--- config.mk ---
export PLATFORM = sky130hd
export DESIGN_NAME = gfc_top
export DESIGN_NICKNAME = d
export VERILOG_FILES = /design/src/common/gfc_pkg.sv /design/src/verilog/gfc_sync.sv /design/src/verilog/gfc_top.sv
export SDC_FILE = /design/constraint.sdc
export NUM_CORES = 1
export LEC_CHECK = 0
export ABC_AREA = 0
export BUFFER_PORTS_ARGS = -buffer_cell sky130_fd_sc_hd__buf_4
export CAP_MARGIN = 20
export CORE_MARGIN = 3
export CORE_UTILIZATION = 25
export DETAILED_ROUTE_END_ITERATION = 8
export MAX_ROUTING_LAYER = met4
export PLACE_DENSITY = 0.44
export SLEW_MARGIN = 25
export SYNTH_ARGS = -nofsm -noshare
export SYNTH_HDL_FRONTEND = slang
export SYNTH_SLANG_ARGS = --single-unit
--- constraint.sdc ---
create_clock -name REF_CLK -period 7.52 [get_ports REF_CLK]
set_clock_uncertainty 0.05 [all_clocks]
set_input_delay 1.504 -clock REF_CLK [delete_from_list [all_inputs] [get_ports REF_CLK]]
set_output_delay 1.504 -clock REF_CLK [all_outputs]
set_load 0.1 [all_outputs]
--- src/common/gfc_pkg.sv ---
package gfc_pkg;

  // ****************************************
  // Timing
  // ****************************************
  localparam int unsigned CLK_PERIOD_NS = 10;
  localparam int unsigned TICK_NS       = 1000;
  localparam int unsigned TICK_CYCLES   = (TICK_NS + CLK_PERIOD_NS - 1) / CLK_PERIOD_NS;
  localparam logic [6:0]  TICK_LAST     = 7'(TICK_CYCLES - 1);
  localparam logic [19:0] GATE_MIN_US   = 20'h00064;
  localparam logic [19:0] GATE_MAX_US   = 20'hF4240;
  localparam logic [19:0] GATE_RST_US   = 20'h186A0;

  // ****************************************
  // Register map
  // ****************************************
  localparam logic [7:0] ADR_CTRL   = 8'h00;
  localparam logic [7:0] ADR_GATE   = 8'h04;
  localparam logic [7:0] ADR_STATUS = 8'h08;
  localparam logic [7:0] ADR_RESULT = 8'h0C;
  localparam logic [7:0] ADR_AUX    = 8'h10;

  localparam int unsigned CTRL_EN_BIT   = 0;
  localparam int unsigned CTRL_FUNC_LSB = 1;
  localparam int unsigned CTRL_HOLD_BIT = 4;
  localparam int unsigned CTRL_DISP_BIT = 5;
  localparam int unsigned CTRL_ARM_BIT  = 8;

  localparam int unsigned STAT_VALID_BIT = 0;
  localparam int unsigned STAT_GATE_BIT  = 1;
  localparam int unsigned STAT_ARMED_BIT = 2;
  localparam int unsigned STAT_HELD_BIT  = 3;
  localparam int unsigned STAT_TOTAL_BIT = 4;
  localparam int unsigned STAT_OVER_BIT  = 5;

  // ****************************************
  // Types
  // ****************************************
  typedef enum logic [2:0] {
    FN_FREQ      = 3'b000,
    FN_PERIOD    = 3'b001,
    FN_PER_AVG   = 3'b010,
    FN_WIDTH     = 3'b011,
    FN_TOT_INF   = 3'b100,
    FN_TOT_GATED = 3'b101
  } gfc_func_e;

  typedef enum logic [2:0] {
    ST_OFF   = 3'b000,
    ST_ARMED = 3'b001,
    ST_MEAS  = 3'b010,
    ST_TOTAL = 3'b011,
    ST_HELD  = 3'b100
  } gfc_state_e;

  typedef struct packed {
    logic      disp_gate;
    logic      hold;
    gfc_func_e func;
    logic      enable;
  } gfc_ctrl_s;

  localparam gfc_ctrl_s CTRL_RST = '{disp_gate: 1'b0, hold: 1'b0, func: FN_FREQ, enable: 1'b0};

endpackage

--- src/verilog/gfc_sync.sv ---
module gfc_sync
  import gfc_pkg::*;
(
  input  wire logic clk,
  input  wire logic rst_b,
  input  wire logic async_in,
  output logic      rise,
  output logic      fall
);

  logic s1_reg;
  logic s2_reg;
  logic s3_reg;
  logic s1_next;
  logic s2_next;
  logic s3_next;

  // ****************************************
  // Two-stage synchroniser, third stage for edges
  // ****************************************
  always_comb begin
    s1_next = async_in;
    s2_next = s1_reg;
    s3_next = s2_reg;
  end

  always_ff @(posedge clk or negedge rst_b) begin
    if (!rst_b) begin
      s1_reg <= 1'b0;
      s2_reg <= 1'b0;
      s3_reg <= 1'b0;
    end else begin
      s1_reg <= s1_next;
      s2_reg <= s2_next;
      s3_reg <= s3_next;
    end
  end

  assign rise = s2_reg & ~s3_reg;
  assign fall = ~s2_reg & s3_reg;

endmodule

--- src/verilog/gfc_top.sv ---
module gfc_top
  import gfc_pkg::*;
(
  input  wire logic        REF_CLK,
  input  wire logic        RST_B,
  input  wire logic        WB_CYC_I,
  input  wire logic        WB_STB_I,
  input  wire logic        WB_WE_I,
  input  wire logic [7:0]  WB_ADR_I,
  input  wire logic [3:0]  WB_SEL_I,
  input  wire logic [31:0] WB_DAT_I,
  output logic      [31:0] WB_DAT_O,
  output logic             WB_ACK_O,
  input  wire logic        MEASURED_SIGNAL_INPUT,
  output logic             WAVEGEN_HALT,
  output logic             RESULT_VALID
);

  // ****************************************
  // Helpers
  // ****************************************
  function automatic logic reg_hit(input logic [7:0] adr, input logic [7:0] off);
    reg_hit = (adr[7:2] == off[7:2]);
  endfunction

  function automatic logic [31:0] merge_sel(input logic [31:0] old_v,
                                           input logic [31:0] new_v,
                                           input logic [3:0]  sel);
    logic [31:0] res;
    res = old_v;
    for (int i = 0; i < 4; i++) begin
      if (sel[i]) begin
        res[i*8 +: 8] = new_v[i*8 +: 8];
      end
    end
    merge_sel = res;
  endfunction

  function automatic logic [19:0] clamp_gate(input logic [31:0] v);
    if (v < {12'h000, GATE_MIN_US}) begin
      clamp_gate = GATE_MIN_US;
    end else if (v > {12'h000, GATE_MAX_US}) begin
      clamp_gate = GATE_MAX_US;
    end else begin
      clamp_gate = v[19:0];
    end
  endfunction

  // ****************************************
  // State
  // ****************************************
  gfc_ctrl_s   ctrl_reg,   ctrl_next;
  logic [19:0] gate_reg,   gate_next;
  gfc_state_e  state_reg,  state_next;
  logic [6:0]  pre_reg,    pre_next;
  logic [19:0] us_reg,     us_next;
  logic [31:0] cyc_reg,    cyc_next;
  logic [31:0] edge_reg,   edge_next;
  logic [31:0] last_reg,   last_next;
  logic [31:0] result_reg, result_next;
  logic [31:0] aux_reg,    aux_next;
  logic        valid_reg,  valid_next;
  logic        over_reg,   over_next;
  logic        ack_reg,    ack_next;
  logic [31:0] dat_reg,    dat_next;

  logic        in_rise;
  logic        in_fall;
  logic        wr;
  logic        rd;
  logic        arm;
  logic        tick;
  logic        gate_end;
  logic        finish;
  logic [31:0] fin_val;
  logic [31:0] ctrl_word;
  logic [31:0] ctrl_wr;
  logic [31:0] status_word;

  gfc_sync u_sync (
    .clk      (REF_CLK),
    .rst_b    (RST_B),
    .async_in (MEASURED_SIGNAL_INPUT),
    .rise     (in_rise),
    .fall     (in_fall)
  );

  // ****************************************
  // Wishbone slave and registers
  // ****************************************
  assign wr  = WB_CYC_I & WB_STB_I & WB_WE_I & ~ack_reg;
  assign rd  = WB_CYC_I & WB_STB_I & ~WB_WE_I & ~ack_reg;
  assign arm = wr & reg_hit(WB_ADR_I, ADR_CTRL) & WB_SEL_I[1] & WB_DAT_I[CTRL_ARM_BIT];

  assign ctrl_word = {26'h0, ctrl_reg};
  assign ctrl_wr   = merge_sel(ctrl_word, WB_DAT_I, WB_SEL_I);

  always_comb begin
    status_word                 = 32'h0;
    status_word[STAT_VALID_BIT] = valid_reg;
    status_word[STAT_GATE_BIT]  = (state_reg == ST_MEAS);
    status_word[STAT_ARMED_BIT] = (state_reg == ST_ARMED);
    status_word[STAT_HELD_BIT]  = (state_reg == ST_HELD);
    status_word[STAT_TOTAL_BIT] = (state_reg == ST_TOTAL);
    status_word[STAT_OVER_BIT]  = over_reg;
  end

  always_comb begin
    ctrl_next = ctrl_reg;
    gate_next = gate_reg;
    ack_next  = WB_CYC_I & WB_STB_I & ~ack_reg;
    dat_next  = 32'h0;
    if (wr && reg_hit(WB_ADR_I, ADR_CTRL)) begin
      ctrl_next.enable    = ctrl_wr[CTRL_EN_BIT];
      ctrl_next.func      = gfc_func_e'(ctrl_wr[CTRL_FUNC_LSB +: 3]);
      ctrl_next.hold      = ctrl_wr[CTRL_HOLD_BIT];
      ctrl_next.disp_gate = ctrl_wr[CTRL_DISP_BIT];
      if (ctrl_wr[CTRL_FUNC_LSB +: 3] > FN_TOT_GATED) begin
        ctrl_next.func = ctrl_reg.func;
      end
    end
    if (wr && reg_hit(WB_ADR_I, ADR_GATE)) begin
      gate_next = clamp_gate(merge_sel({12'h0, gate_reg}, WB_DAT_I, WB_SEL_I));
    end
    if (rd) begin
      if (reg_hit(WB_ADR_I, ADR_CTRL)) begin
        dat_next = ctrl_word;
      end else if (reg_hit(WB_ADR_I, ADR_GATE)) begin
        dat_next = {12'h0, gate_reg};
      end else if (reg_hit(WB_ADR_I, ADR_STATUS)) begin
        dat_next = status_word;
      end else if (reg_hit(WB_ADR_I, ADR_RESULT)) begin
        dat_next = ctrl_reg.disp_gate ? {12'h0, gate_reg} : result_reg;
      end else if (reg_hit(WB_ADR_I, ADR_AUX)) begin
        dat_next = aux_reg;
      end
    end
  end

  // ****************************************
  // Measurement sequencer
  // ****************************************
  assign tick     = (pre_reg == TICK_LAST);
  assign gate_end = tick & (us_reg == gate_reg - 20'h1);

  always_comb begin
    finish  = 1'b0;
    fin_val = 32'h0;
    unique case (ctrl_reg.func)
      FN_FREQ, FN_TOT_GATED: begin
        finish  = gate_end;
        fin_val = edge_reg + {31'h0, in_rise};
      end
      FN_PERIOD: begin
        finish  = in_rise | gate_end;
        fin_val = in_rise ? cyc_reg + 32'h1 : 32'h0;
      end
      FN_WIDTH: begin
        finish  = in_fall | gate_end;
        fin_val = in_fall ? cyc_reg + 32'h1 : 32'h0;
      end
      FN_PER_AVG: begin
        finish  = gate_end;
        fin_val = in_rise ? cyc_reg + 32'h1 : last_reg;
      end
      FN_TOT_INF: begin
        finish  = 1'b0;
        fin_val = 32'h0;
      end
      default: begin
        finish  = 1'b0;
        fin_val = 32'h0;
      end
    endcase
  end

  always_comb begin
    state_next  = state_reg;
    pre_next    = pre_reg;
    us_next     = us_reg;
    cyc_next    = cyc_reg;
    edge_next   = edge_reg;
    last_next   = last_reg;
    result_next = result_reg;
    aux_next    = aux_reg;
    valid_next  = valid_reg;
    over_next   = over_reg;
    if (rd && reg_hit(WB_ADR_I, ADR_RESULT)) begin
      valid_next = 1'b0;
    end
    if (!ctrl_next.enable) begin
      state_next = ST_OFF;
    end else if (arm || state_reg == ST_OFF) begin
      state_next  = ST_ARMED;
      result_next = 32'h0;
      aux_next    = 32'h0;
      valid_next  = 1'b0;
      over_next   = 1'b0;
    end else begin
      unique case (state_reg)
        ST_ARMED: begin
          if (in_rise) begin
            pre_next  = 7'h00;
            us_next   = 20'h0;
            cyc_next  = 32'h0;
            edge_next = 32'h0;
            last_next = 32'h0;
            if (ctrl_reg.func == FN_TOT_INF) begin
              state_next  = ST_TOTAL;
              result_next = 32'h1;
              valid_next  = 1'b1;
            end else begin
              state_next = ST_MEAS;
            end
          end
        end
        ST_MEAS: begin
          pre_next = tick ? 7'h00 : pre_reg + 7'h1;
          us_next  = tick ? us_reg + 20'h1 : us_reg;
          cyc_next = cyc_reg + 32'h1;
          if (in_rise) begin
            edge_next = edge_reg + 32'h1;
            last_next = cyc_reg + 32'h1;
          end
          if (finish) begin
            result_next = fin_val;
            aux_next    = edge_reg + {31'h0, in_rise};
            over_next   = gate_end & ~in_rise & ~in_fall;
            valid_next  = 1'b1;
            state_next  = ctrl_reg.hold ? ST_HELD : ST_ARMED;
          end
        end
        ST_TOTAL: begin
          if (in_rise) begin
            result_next = result_reg + 32'h1;
            valid_next  = 1'b1;
          end
        end
        ST_HELD: begin
          state_next = ST_HELD;
        end
        ST_OFF: begin
          state_next = ST_ARMED;
        end
        default: begin
          state_next = ST_OFF;
        end
      endcase
    end
  end

  always_ff @(posedge REF_CLK or negedge RST_B) begin
    if (!RST_B) begin
      ctrl_reg   <= CTRL_RST;
      gate_reg   <= GATE_RST_US;
      state_reg  <= ST_OFF;
      pre_reg    <= 7'h00;
      us_reg     <= 20'h0;
      cyc_reg    <= 32'h0;
      edge_reg   <= 32'h0;
      last_reg   <= 32'h0;
      result_reg <= 32'h0;
      aux_reg    <= 32'h0;
      valid_reg  <= 1'b0;
      over_reg   <= 1'b0;
      ack_reg    <= 1'b0;
      dat_reg    <= 32'h0;
    end else begin
      ctrl_reg   <= ctrl_next;
      gate_reg   <= gate_next;
      state_reg  <= state_next;
      pre_reg    <= pre_next;
      us_reg     <= us_next;
      cyc_reg    <= cyc_next;
      edge_reg   <= edge_next;
      last_reg   <= last_next;
      result_reg <= result_next;
      aux_reg    <= aux_next;
      valid_reg  <= valid_next;
      over_reg   <= over_next;
      ack_reg    <= ack_next;
      dat_reg    <= dat_next;
    end
  end

  assign WB_DAT_O     = dat_reg;
  assign WB_ACK_O     = ack_reg;
  assign WAVEGEN_HALT = ctrl_reg.enable;
  assign RESULT_VALID = valid_reg;
endmodule

### Word level (Yosys, flattened, before mapping)

Cells that the tools add are included.

| cells by class | value |
|---|---|
| add/subtract/negate cells | 7 |
| order comparisons | 3 |
| equality and inequality tests | 25 |
| muxes and demuxes | 62 |
| bitwise operators | 24 |
| reductions and logical operators | 21 |

Operator list:

| cell | number |
|---|---|
| 32-bit 2-to-1 mux | 20 |
| 32-bit case mux with 2 select lines | 3 |
| 32-bit case mux with 4 select lines | 1 |
| 32-bit by 1-bit adder with 32-bit output, second input constant | 3 |
| 32-bit case mux with 3 select lines | 1 |
| 20-bit 2-to-1 mux | 4 |
| 8-bit 2-to-1 mux | 8 |
| 20-bit case mux with 2 select lines | 1 |
| 32-bit by 1-bit adder with 32-bit output | 1 |
| 32-bit by 20-bit > comparator with 1-bit output, second input constant | 1 |
| 32-bit by 7-bit < comparator with 1-bit output, second input constant | 1 |
| 20-bit by 1-bit adder with 20-bit output, second input constant | 1 |
| 20-bit == test | 1 |
| 20-bit by 1-bit subtractor with 20-bit output, second input constant | 1 |
| 3-bit 2-to-1 mux | 5 |
| 3-bit case mux with 5 select lines | 1 |
| 1-bit bitwise AND | 14 |
| 7-bit 2-to-1 mux | 2 |
| 7-bit case mux with 2 select lines | 1 |
| 3-bit by 2-bit == test with 1-bit output, second input constant | 4 |
| 6-bit by 2-bit == test with 1-bit output, second input constant | 2 |
| 1-bit 2-to-1 mux | 12 |
| 3-bit by 2-bit inequality test with 1-bit output, second input constant | 4 |
| 5-bit AND reduction | 2 |
| 26 further kinds | 48 |

| word-level totals | value |
|---|---|
| register bits after elaboration | 254 |
| output and inout port bits | 35 |
| word-level logic and storage cells | 162 |

### Logic depth before layout (Yosys ltp)

| depth | value |
|---|---|
| depth in word-level cells | 10 |
| mapped depth | 13 |
| gate-level depth less buffers | 12 |

### Modules after synthesis

From an unflattened synthesis, not the netlist that was laid out.

| unflattened totals | value |
|---|---|
| cell total of the unflattened synthesis | 1686 |
| area total of the unflattened synthesis | 14888.0 um^2 |

By module, submodules not included:

| module | times used | cells an instance | area an instance (um^2) |
|---|---|---|---|
| gfc_top | 1 | 1681 | 14797.9 |
| gfc_sync | 1 | 5 | 90.1 |

### Worst setup path before layout

No wires, ideal clock.

| timing | value |
|---|---|
| kind | in2reg |
| start | in WB_ADR_I[7] |
| end | reg result_reg[13] |
| setup time | 116 ps |
| arrival | 3816 ps |
| data required time | 7354 ps |
| setup slack | 3539 ps |
| stages on the path | 8 |
| path buffers | 2 |
| path through | or4_1 > nor3_2 > nand2_1 > mux2i_1 > or4_1 > clkbuf_1 > buf_2 > o311ai_0 |

| on the way | value |
|---|---|
| word-level cells in the longest chain between the ends | 7 |
| elaborated cells on any way between the ends | 14 |
| those cells by class | eq/ne: 4; mux: 2; bitwise: 3; reduce/logical: 5 |

RTL lines:

| what | line | source |
|---|---|---|
| start, declared | gfc_top.sv:9 | `input wire logic [7:0] WB_ADR_I,` |
| 6-bit logical NOT * | gfc_top.sv:23 | `reg_hit = (adr[7:2] == off[7:2]);` |
| 1-bit bitwise AND (3 in series) | gfc_top.sv:93 | `assign arm = wr & reg_hit(WB_ADR_I, ADR_CTRL) & WB_SEL_I[1] & WB_DAT_I[CTRL_ARM_BIT];` |
| 1-bit logical OR | gfc_top.sv:193 | `end else if (arm \|\| state_reg == ST_OFF) begin` |
| 3-bit by 1-bit inequality test with 1-bit output (no source line), or another cell as far along | -- |  |
| 6-bit AND reduction (no source line) | -- |  |
| end signal, assigned | gfc_top.sv:277 | `result_reg <= result_next;` |
| end, declared | gfc_top.sv:60 | `logic [31:0] result_reg, result_next;` |

Every way passes the cells marked *; elsewhere a longest branch is shown, timed or not.
A chain may end at the register's enable or synchronous reset.

==> reports/metrics.yaml <==
outcome:
  run_status: "completed"
timing:
  hold_viol: 0
  fin_tns_setup_ps: 0
  worst_slack_ps: 3050
  setup_violations: 0
  final.min_clock_period_ps: 4470
  final-max-slew-violation-count: 0
  maxSlewHeadroom: 0.300
  holdWs_ps: 297
  period_share: 0.594
  max_freq_ghz: 0.224
  worst_slew_pin_slew_ps: 1050
  rsz0062_at_grt: "no"
place:
  place.gp.congestion: 0.918
  dp_slack_ps: 2380
  io_buffer_count: 82
  dp_hpwl_mm: 41.9
cells_and_area:
  synthToLayoutAreaGrowth_pct: 16.6
  layout-drive-gt1-share: 0.122
  fin_nets: 1836
  fillers: 6367
  post-route-util: 0.295
grt:
  grt_pass1_vias: 13700
  grt_max_degree: 151
  antenna_found_initial: 1
  grt_use_total: 0.183
  gr-total-overflow: 0
  grt_pass1_wl_mm: 86.7
critical_path:
  path_class: "input port to flop"
  r2r_start: "gate_reg[0]"
  path_depth: 10
  startpoint: "WB_ADR_I[7]"
  cp_top_family: "simple AND/OR/NAND/NOR gates"
  rr_worst_depth: 10
  crit_required_ps: 7950
  critical_path.max_stage_delay_ps: 720
  slowest_stage: "and3_1"
  critPathMaxFanout: 18
  end_kind: "flop"
  crit_top_cell: "buf_4"
  arrival_ps: 4890
  critPathBufInv: 3
  worstSetupStartpointType: "input port"
  path_cells: "buf_4 -> or4_1 -> nor3_2 -> nand2_1 -> mux2i_1 -> inv_1 -> o21ai_2 -> buf_4 -> and3_1 -> a32o_1"
worst_hold_path:
  hold_depth: 0
  min_from: "u_sync.s1_reg"
  hold_path_class: "flop to flop"
clocking:
  clockBufferDepth: 3
  htree_levels: 2
  clk_latency_ps: 550
  cts_sinks: 254
  clk_pin_slew_ps: 60
  cts_resized: 0
  hold_buffers: 0
  cts_buffers: 34
  cts_tree: "done"
  post-cts-setup-buffers: 0
  cts_root_buffer: "clkbuf_16"
synth:
  ys_seq_area_frac: 0.415
  ys.flop_type: "dfrtp_1"
  synth_cell_type_count: 90
  synth_edf_count: 0
  synth_seq_cells: 254
  synth_top_area_cell: "dfrtp_1"
  yosysWarningCount: 0
  synth_nets: 1815
  syn_inst: 1757
  synthTopCellsByArea: "dfrtp_1, nor2_1, o21ai_0"
  syn-cell-area_um2: 15300
  postSynthAreaPerCell_um2: 8.72
  async_flop_share: 1.00
  yosys.area.top_type_share: 0.405
floorplanning:
  ioPinCount: 85
  die_w_um: 254
  coreArea_um2: 60500
  num_rows: 90
  initial_core_util: 0.253
  design.die.area_um2: 64300
  die_h_um: 254
route:
  drcViolationCount: 0
  wl_per_cell_um: 22.2
  drt-pass1-iter-count: 6
  via_per_inst: 5.44
  vias: 14100
  wl_mm: 57.4
  drt_iter0_drc: 1299
  drtAntennaViolNets: 0
pwr:
  cellPowerDensity_nw_per_um2: 183
  peakVddDrop_v: 0.000111
  power.leakage_nw: 6.93
  intPower_mw: 2.51
  netSwitchingFraction: 0.233
  p_sw_mw: 0.762
  seqPwrFrac: 0.426
  clockPowerShare: 0.530
  pwr-share-comb: 0.044
run:
  cap_violations: 0
==> worst register-to-register path, cell delays in order (launching register included) <==
cell	delay, ps
dfrtp_1	570
inv_1	130
ha_1	350
nor2b_1	310
nand4_1	270
mux2i_1	190
or3_1	370
a211oi_2	420
a21o_1	210
nand3_1	730
o2bb2ai_1	420
==> layer usage <==
layer | vias up | global-route usage | share of wire | routed length (um)
met5 | - | - | 0 | 0
li1 | 6503 | - | - | -
met1 | 6974 | 0.243 | 0.45 | 25800
met4 | 0 | 0.0682 | 0.037 | 2120
met2 | 476 | 0.282 | 0.45 | 26000
met3 | 98 | 0.0289 | 0.060 | 3430
==> layout make-up <==
type                    instances  area, um^2  share of cell area
clock inverters                 9         145             0.00813
inverters                      31         116             0.00651
well taps                     782         978              0.0548
clock buffers                  51        1040              0.0581
flip-flops and latches        254        6360               0.356
repair buffers                106         816              0.0457
multi-input cells            1351        8400               0.470
diodes                          1        2.50            0.000140
==> per-stage QoR <==
stage / cell area (um^2) / instances / power [mW]
after floorplan: 15300 / 1757 / 1.48
after global routing: 17900 / 2584 / 3.39
final: 17900 / 2585 / 3.27
after global placement: 16700 / 2524 / 1.56
after CTS: 17800 / 2584 / 3.32
after detailed placement: 16700 / 2524 / 1.56
==> cells in the mapped netlist (all sizes together) (8+ instances only) <==
library cell / instances
nand2: 184
nor4: 18
and2: 13
o2bb2ai: 30
nand4: 40
o211ai: 15
mux2i: 26
ha: 8
o22ai: 13
xnor2: 73
or3: 27
a221oi: 23
xor2: 54
nand2b: 15
a211oi: 9
a22oi: 15
nor2: 206
o221ai: 8
a22o: 24
o2111ai: 8
o31ai: 39
o21ai: 149
nand3: 70
buf: 20
dfrtp: 248
nor2b: 9
o32ai: 11
nor3: 39
and3: 29
a21oi: 68
mux2: 9
or4: 10
inv: 30
and4: 12
a31oi: 12
clkbuf: 101
==> cell families after synthesis <==
kind of cell,share of synthesized area
AOI/OAI and AO/OA,0.218
muxes,0.0236
DFF,0.415
adders and majority gates,0.00654
buffers and inverters,0.0399
xor gates and xnor gates,0.0726
and+or+nand+nor,0.224
==> layout by cell type (no fill, tap or decap), drive strengths merged, types with 7 or more instances in the layout <==
master   count
dfrtp      248
and3        29
nand2      184
nor2b        9
o32ai       11
mux2i       26
a21o         7
o31ai       39
mux2         9
nor2       206
buf        106
a22o        24
o21ai      149
clkbuf      51
and2        13
o22ai       13
o221ai       8
and4        12
ha           8
nand4       40
nor3        39
inv         30
or3         27
a221oi      23
a211oi       9
nor4        18
a22oi       15
a31oi       12
o2bb2ai     30
o211ai      15
xnor2       73
nand2b      15
or4         10
nand3       70
xor2        54
nor4b        7
a21oi       68
o2111ai      8
==> worst paths after layout <==
kind	end	slack (ps)
setup / recovery	result_reg[31]	3050
hold / removal	u_sync.s2_reg	300
setup reg to reg	aux_reg[27]	3400
hold reg to reg	u_sync.s2_reg	300
max in group asynchronous	result_reg[6]	4910
min in group asynchronous	gate_reg[4]	1000
==> power groups by stage <==
stage / Clock, mW / Sequential [mW] / Combinational (mW)
3_3_place_gp: 0 / 1.42 / 0.143
5_1_grt: 1.84 / 1.40 / 0.160
3_5_place_dp: 0 / 1.42 / 0.145
4_1_cts: 1.78 / 1.39 / 0.146
6_report: 1.74 / 1.40 / 0.143
2_1_floorplan: 0 / 1.41 / 0.0680
Note: power is estimated with default switching activity, not from simulation.
